`config.mk`:
```
export PLATFORM = sky130hd
export DESIGN_NAME = olt_codec
export DESIGN_NICKNAME = d
export VERILOG_FILES = /design/src/verilog/olt_pkg.sv /design/src/verilog/olt_codec.sv
export SDC_FILE = /design/constraint.sdc
export NUM_CORES = 1
export LEC_CHECK = 0
export BUFFER_PORTS_ARGS = -buffer_cell sky130_fd_sc_hd__buf_4
export CAP_MARGIN = 10
export CORE_MARGIN = 5
export CORE_UTILIZATION = 39
export CTS_BUF_LIST = sky130_fd_sc_hd__clkbuf_16
export DETAILED_ROUTE_END_ITERATION = 12
export PLACE_DENSITY = 0.58
export SKIP_LAST_GASP = 1
export SLEW_MARGIN = 20
export SYNTH_ARGS = -nofsm -noshare
export SYNTH_HDL_FRONTEND = slang
export SYNTH_SLANG_ARGS = --single-unit
```
`constraint.sdc`:
```
create_clock -name clock -period 2.5 [get_ports clock]
set_clock_uncertainty 0.2 [all_clocks]
set_input_delay 0 -clock clock [delete_from_list [all_inputs] [get_ports clock]]
set_output_delay 0 -clock clock [all_outputs]
set_load 0.005 [all_outputs]
```
`src/verilog/olt_pkg.sv`:
```
// olt_pkg: constants and types for the local information tlv codec.
// assumes one 100 MHz clock domain and a plain register port with 8-bit
// byte addresses and 32-bit data.
package olt_pkg;

  // tlv framing
  localparam logic [7:0]  TYPE_END     = 8'h00;  // end of tlv list marker
  localparam logic [7:0]  TYPE_LOCAL   = 8'h01;  // local information tlv
  localparam logic [7:0]  LOCAL_LEN    = 8'h10;  // fixed tlv length, 16 octets
  localparam logic [7:0]  OAM_VERSION  = 8'h01;  // protocol version one
  localparam logic [7:0]  MIN_TLV_LEN  = 8'h02;  // type plus length octets
  localparam int          TLV_OCTETS   = 16;     // octets per tlv

  // size limits in octets
  localparam int          MIN_FRAME    = 64;     // minimum frame size
  localparam int          MAX_BASIC    = 1518;   // maximum basic frame size
  localparam int          SIZE_DIV     = 8;      // divisor for the floor

  // register byte addresses
  localparam logic [7:0]  ADR_CFG      = 8'h00;  // mux, parser, capabilities
  localparam logic [7:0]  ADR_MAXSZ    = 8'h04;  // local maximum pdu size
  localparam logic [7:0]  ADR_OUI      = 8'h08;  // organization identifier
  localparam logic [7:0]  ADR_VENDOR   = 8'h0C;  // vendor information
  localparam logic [7:0]  ADR_STATUS   = 8'h10;  // revision, limit, flags
  localparam logic [7:0]  ADR_RSTATE   = 8'h14;  // peer revision, state, caps
  localparam logic [7:0]  ADR_RMAXSZ   = 8'h18;  // peer maximum pdu size
  localparam logic [7:0]  ADR_ROUI     = 8'h1C;  // peer identifier
  localparam logic [7:0]  ADR_RVENDOR  = 8'h20;  // peer vendor information
  localparam logic [7:0]  ADR_CMD      = 8'h24;  // bit 0 sends one tlv

  // field positions
  localparam int          CFG_PAR_LSB  = 0;      // parser action, 2 bits
  localparam int          CFG_MUX_BIT  = 2;      // multiplexer action
  localparam int          CFG_CAP_LSB  = 8;      // capabilities, 5 bits
  localparam int          ST_LIMIT_LSB = 16;     // negotiated limit, 11 bits
  localparam int          ST_NEG_BIT   = 27;     // negotiation done
  localparam int          ST_SKIP_BIT  = 28;     // last peer tlv unchanged
  localparam int          RS_STATE_LSB = 16;     // peer state octet
  localparam int          RS_CAP_LSB   = 24;     // peer capability octet
  localparam int          CMD_SEND_BIT = 0;      // start transmit

  // reset values and the reserved parser code
  localparam logic [1:0]  PAR_FWD      = 2'h0;   // forward upward
  localparam logic [1:0]  PAR_RSVD     = 2'h3;   // reserved parser code
  localparam logic [4:0]  CAP_RST      = 5'h00;  // no capabilities, passive
  localparam logic [23:0] OUI_RST      = 24'h000000;   // arbitrary
  localparam logic [31:0] VENDOR_RST   = 32'h00000000; // arbitrary

  // local information tlv, first octet in the top bits
  typedef struct packed {
    logic [7:0]  tlv_type;   // information type
    logic [7:0]  tlv_len;    // tlv length
    logic [7:0]  version;    // protocol version
    logic [15:0] revision;   // revision counter
    logic [7:0]  state;      // mux and parser actions
    logic [7:0]  caps;       // capability and mode bits
    logic [15:0] max_size;   // maximum pdu size
    logic [23:0] oui;        // organization identifier
    logic [31:0] vendor;     // vendor information
  } olt_tlv_t;

  // local content that the revision counter tracks
  typedef struct packed {
    logic        mux;        // multiplexer action
    logic [1:0]  par;        // parser action
    logic [4:0]  caps;       // capabilities
    logic [10:0] max_size;   // maximum pdu size
    logic [23:0] oui;        // organization identifier
    logic [31:0] vendor;     // vendor information
  } olt_info_t;

endpackage

```
`src/verilog/olt_codec.sv`:
```
// olt_codec: builds the local information tlv for transmission, parses the
// peer's tlv list and negotiates the maximum pdu size.
// assumes the receive byte stream comes from logic on the same clock and the
// transmit consumer takes one octet per cycle while tx_valid is high.
`timescale 1ns/1ps

////////////////////////////////////////////////////////////////////////////////
module olt_codec #(
  parameter int MIN_FRAME = olt_pkg::MIN_FRAME,  // minimum frame size
  parameter int MAX_BASIC = olt_pkg::MAX_BASIC   // maximum basic frame size
) (
  input  wire logic        clock,     // 100 MHz clock
  input  wire logic        rstn,      // asynchronous reset, active low
  input  wire logic [7:0]  addr,      // register byte address
  input  wire logic [31:0] wdata,     // register write data
  input  wire logic        wr,        // write strobe
  input  wire logic        rd,        // read strobe
  output logic      [31:0] rdata,     // read data, cycle after rd
  input  wire logic        rx_valid,  // received octet valid
  input  wire logic [7:0]  rx_data,   // received octet
  input  wire logic        rx_start,  // octet is the first tlv type
  input  wire logic        rx_last,   // octet is the last of the frame
  output logic             tx_valid,  // transmit octet valid
  output logic      [7:0]  tx_data,   // transmit octet
  output logic             tx_last,   // last octet of the tlv
  output logic      [10:0] tx_limit   // octet limit for outgoing pdus
);

  localparam logic [10:0] SIZE_FLOOR = 11'(MIN_FRAME / olt_pkg::SIZE_DIV);
  localparam logic [10:0] SIZE_CEIL  = 11'(MAX_BASIC);

  // the size field has only eleven bits and the floor may not sit above the ceiling
  // refused while elaborating, so a bad window never reaches silicon
  if (MAX_BASIC > 2047 || MIN_FRAME < olt_pkg::SIZE_DIV ||
      MIN_FRAME / olt_pkg::SIZE_DIV > MAX_BASIC) begin : g_bad_size
    $error("olt_codec: size parameters out of range");
  end

  //////////////////////////////////////////////////////////////////////////////
  // local configuration registers

  olt_pkg::olt_info_t loc_r;        // local tlv content
  olt_pkg::olt_info_t loc_prev_r;   // content at last revision step
  logic [15:0]        rev_r;        // local revision counter
  logic               wr_cfg;       // write to the config register
  logic               wr_size;      // write to the size register
  logic [10:0]        size_req;     // requested size from software
  logic [10:0]        size_clamp;   // requested size forced into range

  assign wr_cfg   = wr && addr == olt_pkg::ADR_CFG;
  assign wr_size  = wr && addr == olt_pkg::ADR_MAXSZ;
  assign size_req = wdata[10:0];

  // software may not advertise outside the legal window, so clamp it
  always_comb begin
    if (size_req < SIZE_FLOOR) begin
      size_clamp = SIZE_FLOOR;
    end else if (size_req > SIZE_CEIL) begin
      size_clamp = SIZE_CEIL;
    end else begin
      size_clamp = size_req;
    end
  end

  // config writes; a reserved parser code leaves the old action in place
  always_ff @(posedge clock or negedge rstn) begin
    if (!rstn) begin
      loc_r.mux      <= 1'b0;
      loc_r.par      <= olt_pkg::PAR_FWD;
      loc_r.caps     <= olt_pkg::CAP_RST;
      loc_r.max_size <= SIZE_CEIL;
      loc_r.oui      <= olt_pkg::OUI_RST;
      loc_r.vendor   <= olt_pkg::VENDOR_RST;
    end else begin
      if (wr_cfg) begin
        loc_r.mux  <= wdata[olt_pkg::CFG_MUX_BIT];
        loc_r.caps <= wdata[olt_pkg::CFG_CAP_LSB +: 5];
        if (wdata[olt_pkg::CFG_PAR_LSB +: 2] != olt_pkg::PAR_RSVD) begin
          loc_r.par <= wdata[olt_pkg::CFG_PAR_LSB +: 2];
        end
      end
      if (wr_size) begin
        loc_r.max_size <= size_clamp;
      end
      if (wr && addr == olt_pkg::ADR_OUI) begin
        loc_r.oui <= wdata[23:0];
      end
      if (wr && addr == olt_pkg::ADR_VENDOR) begin
        loc_r.vendor <= wdata;
      end
    end
  end

  // revision steps once for each cycle in which content has moved; a write
  // of the same value is not a change and leaves the revision alone
  always_ff @(posedge clock or negedge rstn) begin
    if (!rstn) begin
      rev_r               <= 16'h0000;
      loc_prev_r.mux      <= 1'b0;
      loc_prev_r.par      <= olt_pkg::PAR_FWD;
      loc_prev_r.caps     <= olt_pkg::CAP_RST;
      loc_prev_r.max_size <= SIZE_CEIL;
      loc_prev_r.oui      <= olt_pkg::OUI_RST;
      loc_prev_r.vendor   <= olt_pkg::VENDOR_RST;
    end else if (loc_r != loc_prev_r) begin
      rev_r      <= rev_r + 16'h0001;
      loc_prev_r <= loc_r;
    end
  end

  //////////////////////////////////////////////////////////////////////////////
  // transmit serializer

  olt_pkg::olt_tlv_t tlv_img;     // assembled tlv image
  logic [127:0]      tx_shift_r;  // octets still to send
  logic [3:0]        tx_cnt_r;    // index of octet on tx_data
  logic              tx_go;       // start request

  // field order and reserved zeros; version and length are constants
  always_comb begin
    tlv_img          = '0;
    tlv_img.tlv_type = olt_pkg::TYPE_LOCAL;
    tlv_img.tlv_len  = olt_pkg::LOCAL_LEN;
    tlv_img.version  = olt_pkg::OAM_VERSION;
    tlv_img.revision = rev_r;
    tlv_img.state    = {5'h00, loc_r.mux, loc_r.par};
    tlv_img.caps     = {3'h0, loc_r.caps};
    tlv_img.max_size = {5'h00, loc_r.max_size};
    tlv_img.oui      = loc_r.oui;
    tlv_img.vendor   = loc_r.vendor;
  end

  // a start while a tlv is going out is ignored rather than queued
  assign tx_go = wr && addr == olt_pkg::ADR_CMD && wdata[olt_pkg::CMD_SEND_BIT] && !tx_valid;

  // snapshot the image so a config write mid-tlv cannot tear the octets
  always_ff @(posedge clock or negedge rstn) begin
    if (!rstn) begin
      tx_valid   <= 1'b0;
      tx_data    <= 8'h00;
      tx_last    <= 1'b0;
      tx_cnt_r   <= 4'h0;
      tx_shift_r <= '0;
    end else if (tx_go) begin
      tx_valid   <= 1'b1;
      tx_data    <= tlv_img[127:120];
      tx_shift_r <= {tlv_img[119:0], 8'h00};
      tx_cnt_r   <= 4'h0;
      tx_last    <= 1'b0;
    end else if (tx_valid && !tx_last) begin
      tx_data    <= tx_shift_r[127:120];
      tx_shift_r <= {tx_shift_r[119:0], 8'h00};
      tx_cnt_r   <= tx_cnt_r + 4'h1;
      tx_last    <= tx_cnt_r == 4'(olt_pkg::TLV_OCTETS - 2);
    end else begin
      tx_valid <= 1'b0;
      tx_last  <= 1'b0;
    end
  end

  //////////////////////////////////////////////////////////////////////////////
  // receive parser

  typedef enum logic [1:0] {RX_IDLE, RX_TYPE, RX_BODY} olt_rx_t;

  olt_rx_t            rx_st_r;     // parser state
  logic [7:0]         rx_type_r;   // type of current tlv
  logic [7:0]         rx_len_r;    // length of current tlv
  logic [7:0]         rx_idx_r;    // index of next octet in the tlv
  logic [119:0]       rx_cap_r;    // captured octets of the tlv
  olt_pkg::olt_tlv_t  rx_img;      // tlv image with the final octet
  logic               rx_done;     // local tlv fully received
  logic               rem_vld_r;   // a peer tlv has been taken
  logic               skip_r;      // last peer tlv was unchanged
  logic [15:0]        rem_rev_r;   // peer revision
  logic               rem_mux_r;   // peer multiplexer action
  logic [1:0]         rem_par_r;   // peer parser action
  logic [4:0]         rem_caps_r;  // peer capabilities
  logic [10:0]        rem_size_r;  // peer maximum size
  logic [23:0]        rem_oui_r;   // peer identifier
  logic [31:0]        rem_vend_r;  // peer vendor information

  assign rx_img  = {rx_cap_r, rx_data};
  // a longer tlv still carries the expected fields in its first sixteen octets
  // the closing octet of a frame is never data, so a tlv ending there is cut
  assign rx_done = rx_valid && !rx_last && rx_st_r == RX_BODY &&
                   rx_type_r == olt_pkg::TYPE_LOCAL &&
                   rx_len_r >= olt_pkg::LOCAL_LEN &&
                   rx_idx_r == 8'(olt_pkg::TLV_OCTETS - 1);

  // walk the tlv list; a short tlv or the end marker stops it
  always_ff @(posedge clock or negedge rstn) begin
    if (!rstn) begin
      rx_st_r   <= RX_IDLE;
      rx_type_r <= olt_pkg::TYPE_END;
      rx_len_r  <= 8'h00;
      rx_idx_r  <= 8'h00;
      rx_cap_r  <= '0;
    end else if (rx_valid) begin
      rx_cap_r <= {rx_cap_r[111:0], rx_data};
      if (rx_last) begin
        rx_st_r <= RX_IDLE;  // a tlv cut by the frame end is dropped
      end else if (rx_start || rx_st_r == RX_TYPE) begin
        rx_type_r <= rx_data;
        rx_idx_r  <= 8'h01;
        rx_st_r   <= (rx_data == olt_pkg::TYPE_END) ? RX_IDLE : RX_BODY;
      end else begin
        unique case (rx_st_r)
          RX_IDLE: begin
            rx_st_r <= RX_IDLE;  // wait for the next list
          end
          RX_BODY: begin
            rx_idx_r <= rx_idx_r + 8'h01;
            if (rx_idx_r == 8'h01) begin
              rx_len_r <= rx_data;
              if (rx_data < olt_pkg::MIN_TLV_LEN) begin
                rx_st_r <= RX_IDLE;
              end else if (rx_data == olt_pkg::MIN_TLV_LEN) begin
                rx_st_r <= RX_TYPE;
              end
            end else if (rx_idx_r == rx_len_r - 8'h01) begin
              rx_st_r <= RX_TYPE;
            end
          end
          default: begin
            rx_st_r <= RX_IDLE;
          end
        endcase
      end
    end
  end

  // take the peer fields; same revision means nothing changed, skip it
  always_ff @(posedge clock or negedge rstn) begin
    if (!rstn) begin
      rem_vld_r  <= 1'b0;
      skip_r     <= 1'b0;
      rem_rev_r  <= 16'h0000;
      rem_mux_r  <= 1'b0;
      rem_par_r  <= olt_pkg::PAR_FWD;
      rem_caps_r <= 5'h00;
      rem_size_r <= 11'h000;
      rem_oui_r  <= 24'h000000;
      rem_vend_r <= 32'h00000000;
    end else if (rx_done) begin
      if (rem_vld_r && rx_img.revision == rem_rev_r) begin
        skip_r <= 1'b1;
      end else begin
        skip_r     <= 1'b0;
        rem_vld_r  <= 1'b1;
        rem_rev_r  <= rx_img.revision;
        rem_mux_r  <= rx_img.state[2];
        rem_caps_r <= rx_img.caps[4:0];
        rem_size_r <= rx_img.max_size[10:0];
        rem_oui_r  <= rx_img.oui;
        rem_vend_r <= rx_img.vendor;
        if (rx_img.state[1:0] != olt_pkg::PAR_RSVD) begin
          rem_par_r <= rx_img.state[1:0];
        end
      end
    end
  end

  //////////////////////////////////////////////////////////////////////////////
  // size negotiation

  logic [10:0] lim_min;  // smaller of the two sizes

  always_comb begin
    lim_min = (rem_size_r < loc_r.max_size) ? rem_size_r : loc_r.max_size;
  end

  // a peer below the floor cannot push the limit under it
  always_ff @(posedge clock or negedge rstn) begin
    if (!rstn) begin
      tx_limit <= SIZE_FLOOR;
    end else if (!rem_vld_r) begin
      tx_limit <= SIZE_FLOOR;
    end else begin
      tx_limit <= (lim_min < SIZE_FLOOR) ? SIZE_FLOOR : lim_min;
    end
  end

  //////////////////////////////////////////////////////////////////////////////
  // register read port

  // unmapped addresses read as zero
  always_ff @(posedge clock or negedge rstn) begin
    if (!rstn) begin
      rdata <= 32'h00000000;
    end else if (rd) begin
      unique case (addr)
        olt_pkg::ADR_CFG:     rdata <= {19'h0, loc_r.caps, 5'h00, loc_r.mux, loc_r.par};
        olt_pkg::ADR_MAXSZ:   rdata <= {21'h0, loc_r.max_size};
        olt_pkg::ADR_OUI:     rdata <= {8'h00, loc_r.oui};
        olt_pkg::ADR_VENDOR:  rdata <= loc_r.vendor;
        olt_pkg::ADR_STATUS:  rdata <= {3'h0, skip_r, rem_vld_r, tx_limit, rev_r};
        olt_pkg::ADR_RSTATE:  rdata <= {3'h0, rem_caps_r, 5'h00, rem_mux_r, rem_par_r,
                                        rem_rev_r};
        olt_pkg::ADR_RMAXSZ:  rdata <= {21'h0, rem_size_r};
        olt_pkg::ADR_ROUI:    rdata <= {8'h00, rem_oui_r};
        olt_pkg::ADR_RVENDOR: rdata <= rem_vend_r;
        default:              rdata <= 32'h00000000;
      endcase
    end else begin
      rdata <= 32'h00000000;
    end
  end

  //////////////////////////////////////////////////////////////////////////////
  // assertions

  a_tx_length: assert property (@(posedge clock) disable iff (!rstn)
    tx_go |=> ##1 (tx_cnt_r == 4'h1 && tx_data == 8'h10))
    else $error("length octet is not sixteen");

  a_tx_version: assert property (@(posedge clock) disable iff (!rstn)
    tx_go |=> ##2 (tx_data == 8'h01))
    else $error("version octet is not one");

  a_state_rsvd: assert property (@(posedge clock) disable iff (!rstn)
    (tx_valid && tx_cnt_r == 4'h5) |-> (tx_data[7:3] == 5'h00 && tx_data[1:0] != 2'h3))
    else $error("state octet carries reserved bits or code 11");

  a_caps_rsvd: assert property (@(posedge clock) disable iff (!rstn)
    (tx_valid && tx_cnt_r == 4'h6) |-> (tx_data[7:5] == 3'h0))
    else $error("capability octet carries reserved bits");

  a_tx_frame: assert property (@(posedge clock) disable iff (!rstn)
    tx_go |=> (tx_valid && tx_data == 8'h01) ##15 (tx_valid && tx_last) ##1 !tx_valid)
    else $error("tlv is not sixteen octets starting with type one");

  a_rev_step: assert property (@(posedge clock) disable iff (!rstn)
    (rev_r != $past(rev_r)) |-> (rev_r == $past(rev_r) + 16'h0001))
    else $error("revision moved by other than one");

  a_size_range: assert property (@(posedge clock) disable iff (!rstn)
    wr_size |=> (loc_r.max_size >= SIZE_FLOOR && loc_r.max_size <= SIZE_CEIL))
    else $error("advertised size outside legal window");

  a_pre_limit: assert property (@(posedge clock) disable iff (!rstn)
    !rem_vld_r |=> (tx_limit == SIZE_FLOOR))
    else $error("limit above floor before agreement");

  a_neg_limit: assert property (@(posedge clock) disable iff (!rstn)
    (rem_vld_r && $stable(rem_size_r) && $stable(loc_r.max_size)) |->
      (tx_limit <= loc_r.max_size && (tx_limit <= rem_size_r || tx_limit == SIZE_FLOOR)))
    else $error("limit exceeds the smaller size");

  a_rx_par: assert property (@(posedge clock) disable iff (!rstn)
    (rx_done && rx_img.state[1:0] == 2'h3) |=> $stable(rem_par_r))
    else $error("reserved peer parser code was taken");

endmodule

```
# Word level (Yosys, flattened, before mapping)
# Cells that the tools add are included.
word_totals:
  wordCells: 128
  inputBits: 55
  regBits: 566
  out_inout_bits: 53
classes:
  order_cmp: 6
  eq_ne: 24
  addsub: 4
  mux: 28
  n_reduce_logical: 29
  bitwise_logic: 3
op_table:
  columns: ["operator", "n"]
  rows:
  - ["case mux 32 bit (9 select lines)", 1]
  - ["two-way mux 128 bit", 2]
  - ["inequality test 75 bit", 1]
  - ["two-way mux 11 bit", 5]
  - ["equality test 8 x 5 -> 1 bit, second input constant", 4]
  - ["two-way mux 32 bit", 1]
  - ["two-way mux 8 bit", 4]
  - ["equality test 8 x 4 -> 1 bit, second input constant", 3]
  - ["less-than comparator 11 x 4 -> 1 bit, second input constant", 2]
  - ["adder 16 x 1 -> 16 bit, second input constant", 1]
  - ["equality test 16 bit", 1]
  - ["equality test 8 x 1 -> 1 bit, second input constant", 2]
  - ["equality test 8 x 6 -> 1 bit, second input constant", 2]
  - ["logical NOT 8 bit", 2]
  - ["two-way mux 2 bit", 8]
  - ["logical AND 1 bit", 14]
  - ["AND reduction 3 bit", 4]
  - ["greater-than comparator 11 bit, second input constant", 1]
  - ["less-than comparator 11 bit", 1]
  - ["adder 8 x 1 -> 8 bit, second input constant", 1]
  - ["equality test 8 x 2 -> 1 bit, second input constant", 1]
  - ["equality test 8 x 3 -> 1 bit, second input constant", 1]
  - ["equality test 8 bit", 1]
  - [">= comparator 8 x 5 -> 1 bit, second input constant", 1]
  - ["17 further kinds", 30]

# Longest topological paths before layout
depth:
  depth_word: 7
  ltp_mapped: 11
  mapped_depth_nobuf: 9

# Worst setup path after synthesis
# OpenSTA, ideal clock, no wires.
synth_path:
  path_type: "flip-flop to flip-flop"
  from: "reg loc_r[59] (netlist bit)"
  to: "reg rev_r[1]"
  t_arrival_ps: 2384
  n_path_buf: 1
  stages_incl_launch_ff: 8
  slack_ps: -208
  setup_time_ps: 125
  synth_period_minus_slack_ps: 2708
  path_cell_list: "dfstp_2 xnor2_1 nand4_1 nor4_1 nand4_1 nor4_1 buf_2 mux2_2"
synth_via:
  elab_chain_cells: 1
synth_lines:
  columns: ["item", "line", "text"]
  rows:
  - ["start, declared", "olt_codec.sv:42", "olt_pkg::olt_info_t loc_r;"]
  - ["inequality test 75 bit", "olt_codec.sv:105", "end else if (loc_r != loc_prev_r) begin"]
  - ["end signal, assigned", "olt_codec.sv:106", "rev_r <= rev_r + 16'h0001;"]
  - ["end, declared", "olt_codec.sv:44", "logic [15:0] rev_r;"]
# No other way between the ends.
# A chain may end at the register's enable or synchronous reset.

# Worst setup path after layout
layout_path:
  from: "reg loc_r[30] (netlist bit)"
  to: "reg rev_r[13]"
# The elaborated chain is that of the path after synthesis.

==> summary.txt <==
STA
  – Min setup slack post-route: -40.2 ps
  – Peak Freq: 394 MHz
  – Final hold violation count: 0
  – RSZ-0062 raised after global routing: yes
  – Minimum clock period: 2540 ps
  – Period utilization: 102%
  – Slew HR: 49.9%
  – Final setup viols: 10
  – Slew Viols, Final: 0
  – TNS Setup: -183 ps
  – Slew @ Worst Pin: 752 ps

Cells and area
  – Share of post-route cells with drive strength above 1: 24.8%
  – Multi-input logic area: 9030 sq um
  – Layout net count: 2491
  – Fillers: 5416
  – Utilization after layout: 48.7%
  – Area grow syn2layout: 24.1%
  – FF/Latch Area: 14000 sq um
  – Non-Filler Instances: 3247

Drt
  – Detailed Route WL: 71500 microns
  – DRC: 0
  – Antenna-violating nets left: 0
  – Vias post-DR: 17354
  – WL per Instance: 22.0 microns
  – Starting DRT DRC Count: 1709
  – Vias per cell: 5.34
  – Initial DRT Pass Iterations: 8

Synth
  – List of most frequent post-synthesis cells: nand2_1, dfrtp_1, mux2_2
  – Yosys top cell by area: dfrtp_1
  – Post-synth EDFFs: 0
  – Asr flop ratio synth: 100%
  – Mapped cell area: 23600 sq um
  – Compound-Gate Fraction of Synth Area: 8.34%
  – Xor and xnor area share after synthesis: 4.69%
  – Adder-cell share of the synthesized area: 0.901%
  – Top FF cell, synth: dfrtp_1
  – Synth cell types: 57
  – Largest family of logic cells by synthesized area: simple AND/OR/NAND/NOR gates
  – Synth Register Bits: 558
  – Post-synthesis mux area share: 9.89%
  – Synth Area per Inst: 10.9 sq um
  – Part of the Yosys area used for sequential elements: 59.2%
  – Most frequent cell after synthesis: nand2_1
  – Syn_nets: 2244
  – YS warnings: 0
  – Top cells by area, synth: dfrtp_1, nand2_1, mux2_2
  – Post-synthesis simple-gate area fraction: 13.4%
  – Syn Inst Count: 2172
  – Top cell type's share of synthesized area: 57.3%

Worst setup path
  – Critical path peak fanout: 6
  – Setup CP Type: flop to flop
  – Crit. End Element: flop
  – Critical Path Source Type: flop
  – Worst endpoint data arrival time: 2810 ps
  – Worst path required time: 2770 ps

Clock tree
  – Max Root-Sink Buffers: 3
  – Root Buffer Master: clkbuf_16
  – Num CTS Buffers: 56
  – Clock transition at path regs: 70 ps
  – Clock Sinks: 558
  – Clk_lat worst skew: 620 ps
  – CTS tree: built
  – H-Tree Depth: 2

Placed design
  – GP Congestion: 0.893
  – Detail Placement HPWL: 50500 microns
  – Placed cells: 3044
  – I/O Buffers: 107

Floorplan
  – Core Box Area: 60100 sq um
  – Chip Height: 256 microns
  – Initial Util: 39.3%
  – Die width: 256 microns
  – Row cnt: 90
  – I/O Pins: 108
  – Die ar.: 65600 sq um

Global routing
  – Vias in the first global route: 17237
  – Initial antenna violation count: 2
  – Total track usage: 21.2%
  – Pin count of the biggest net entering global routing: 103
  – First-pass GRT wire length: 109000 microns
  – GRT overflow: 0

Power
  – PD cells: 804 nW/um^2
  – Peak supply drop: 529 uV
  – Leakage Power: 14.5 nW

Worst hold path
  – Hold Path Class: input pin to flop

Job
  – Maximum capacitance violations: 0

Outcome
  – Status: finished with violations
  – Violated checks: negative setup slack
per-layer routing:
| metal | part of all wire, % | track usage [%] |
|---|---|---|
| met5 | 0.018 | 0 |
| met4 | 2.8 | 6.15 |
| met3 | 5.7 | 3.52 |
| met2 | 47 | 33.7 |
| met1 | 45 | 30.3 |
power by group:
group | leakage, nW | internal (mW) | switching (mW)
Sequential | 7.31 | 10.5 | 1.24
Combinational | 6.25 | 1.77 | 1.74
Clock | 0.909 | 4.66 | 3.62
final timing paths:
check	start	end	slack (ps)	cells after the start
setup / recovery	loc_r[30]	rev_r[13]	-40	9
hold / removal	rx_data[0]	rx_type_r[0]	20	4
setup reg to reg	loc_r[30]	rev_r[13]	-40	9
hold reg to reg	rem_mux_r	rem_mux_r	270	2
max in group asynchronous	rstn	rx_len_r[6]	1040	5
min in group asynchronous	rstn	tx_limit[9]	400	4
per-stage QoR:
stage	setup slack, ps	power (mW)	hold slack [ps]	cell area [sq um]
floorplan	-30.5	13.6	-496	23700
global placement	-268	15.1	-283	26300
detailed placement	-283	15.2	-280	26300
CTS	-56.3	23.7	0.233	29100
global route	-105	24.7	36.9	29300
finish	-40.2	23.6	24.1	29300
cell families (layout without fill, tap and decap cells):
logic type / count (synthesis) / count (layout)
adder cells (fa/ha/maj): 17 / 17
flip-flops: 558 / 558
other: 0 / 1
buffers and inverters: 209 / 501
multiplexers: 210 / 210
AND/OR/NAND/NOR: 764 / 764
XOR/XNOR: 125 / 125
AO/OA/AOI/OAI: 289 / 289
registers in the layout, summed over array words and instances, names as in the netlist, 4 cells and up:
register    count
rem_size_r     11
rx_len_r        8
tx_cnt_r        4
rx_idx_r        8
loc_prev_r     75
rdata          32
loc_r          75
rev_r          16
rem_vend_r     32
rem_oui_r      24
tx_shift_r    120
tx_data         8
rem_rev_r      16
rx_cap_r       96
rem_caps_r      5
tx_limit       11
rx_type_r       8
area by class of cell:
type	instances	area share, %
Tap cell	782	3.34
Antenna cell	1	0.00854
Clock inverter	46	1.24
Inverter	22	0.282
Multi-Input combinational cell	1405	30.8
Sequential cell	558	47.7
Clock buffer	57	4.87
Timing Repair Buffer	376	11.7
timing repair:
action	in CTS	in global routing
setup endpoints to repair	83	119
hold endpoints to repair	812	0
gates resized for setup	14	21
setup buffers	1	7
pin swaps	9	11
cloned	0	3
hold buffers	88	0
cell usage in the layout (no fill, tap or decap), drive strengths merged, types with 25 or more instances in the layout:
cell type / Yosys / final
nand2: 593 / 593
mux2: 177 / 177
nor2: 53 / 53
a22oi: 121 / 121
clkbuf: 154 / 60
nor4: 32 / 32
a21oi: 45 / 45
inv: 22 / 34
dfrtp: 541 / 541
xor2: 93 / 93
dlygate4sd3: 0 / 87
mux2i: 32 / 32
buf: 33 / 286
clkinv: 0 / 25
o21ai: 56 / 56
xnor2: 31 / 31
worst max-delay path: stages (launching register included):
cell and delay (ps):
dfrtp_1 390, xor2_1 170, buf_4 160, nor4_2 250
nand4_1 260, nor4_4 420, buf_6 200, clkbuf_16 140
nor4_1 50, xor2_1 150
No activity file was read; power rests on OpenSTA's default activity.
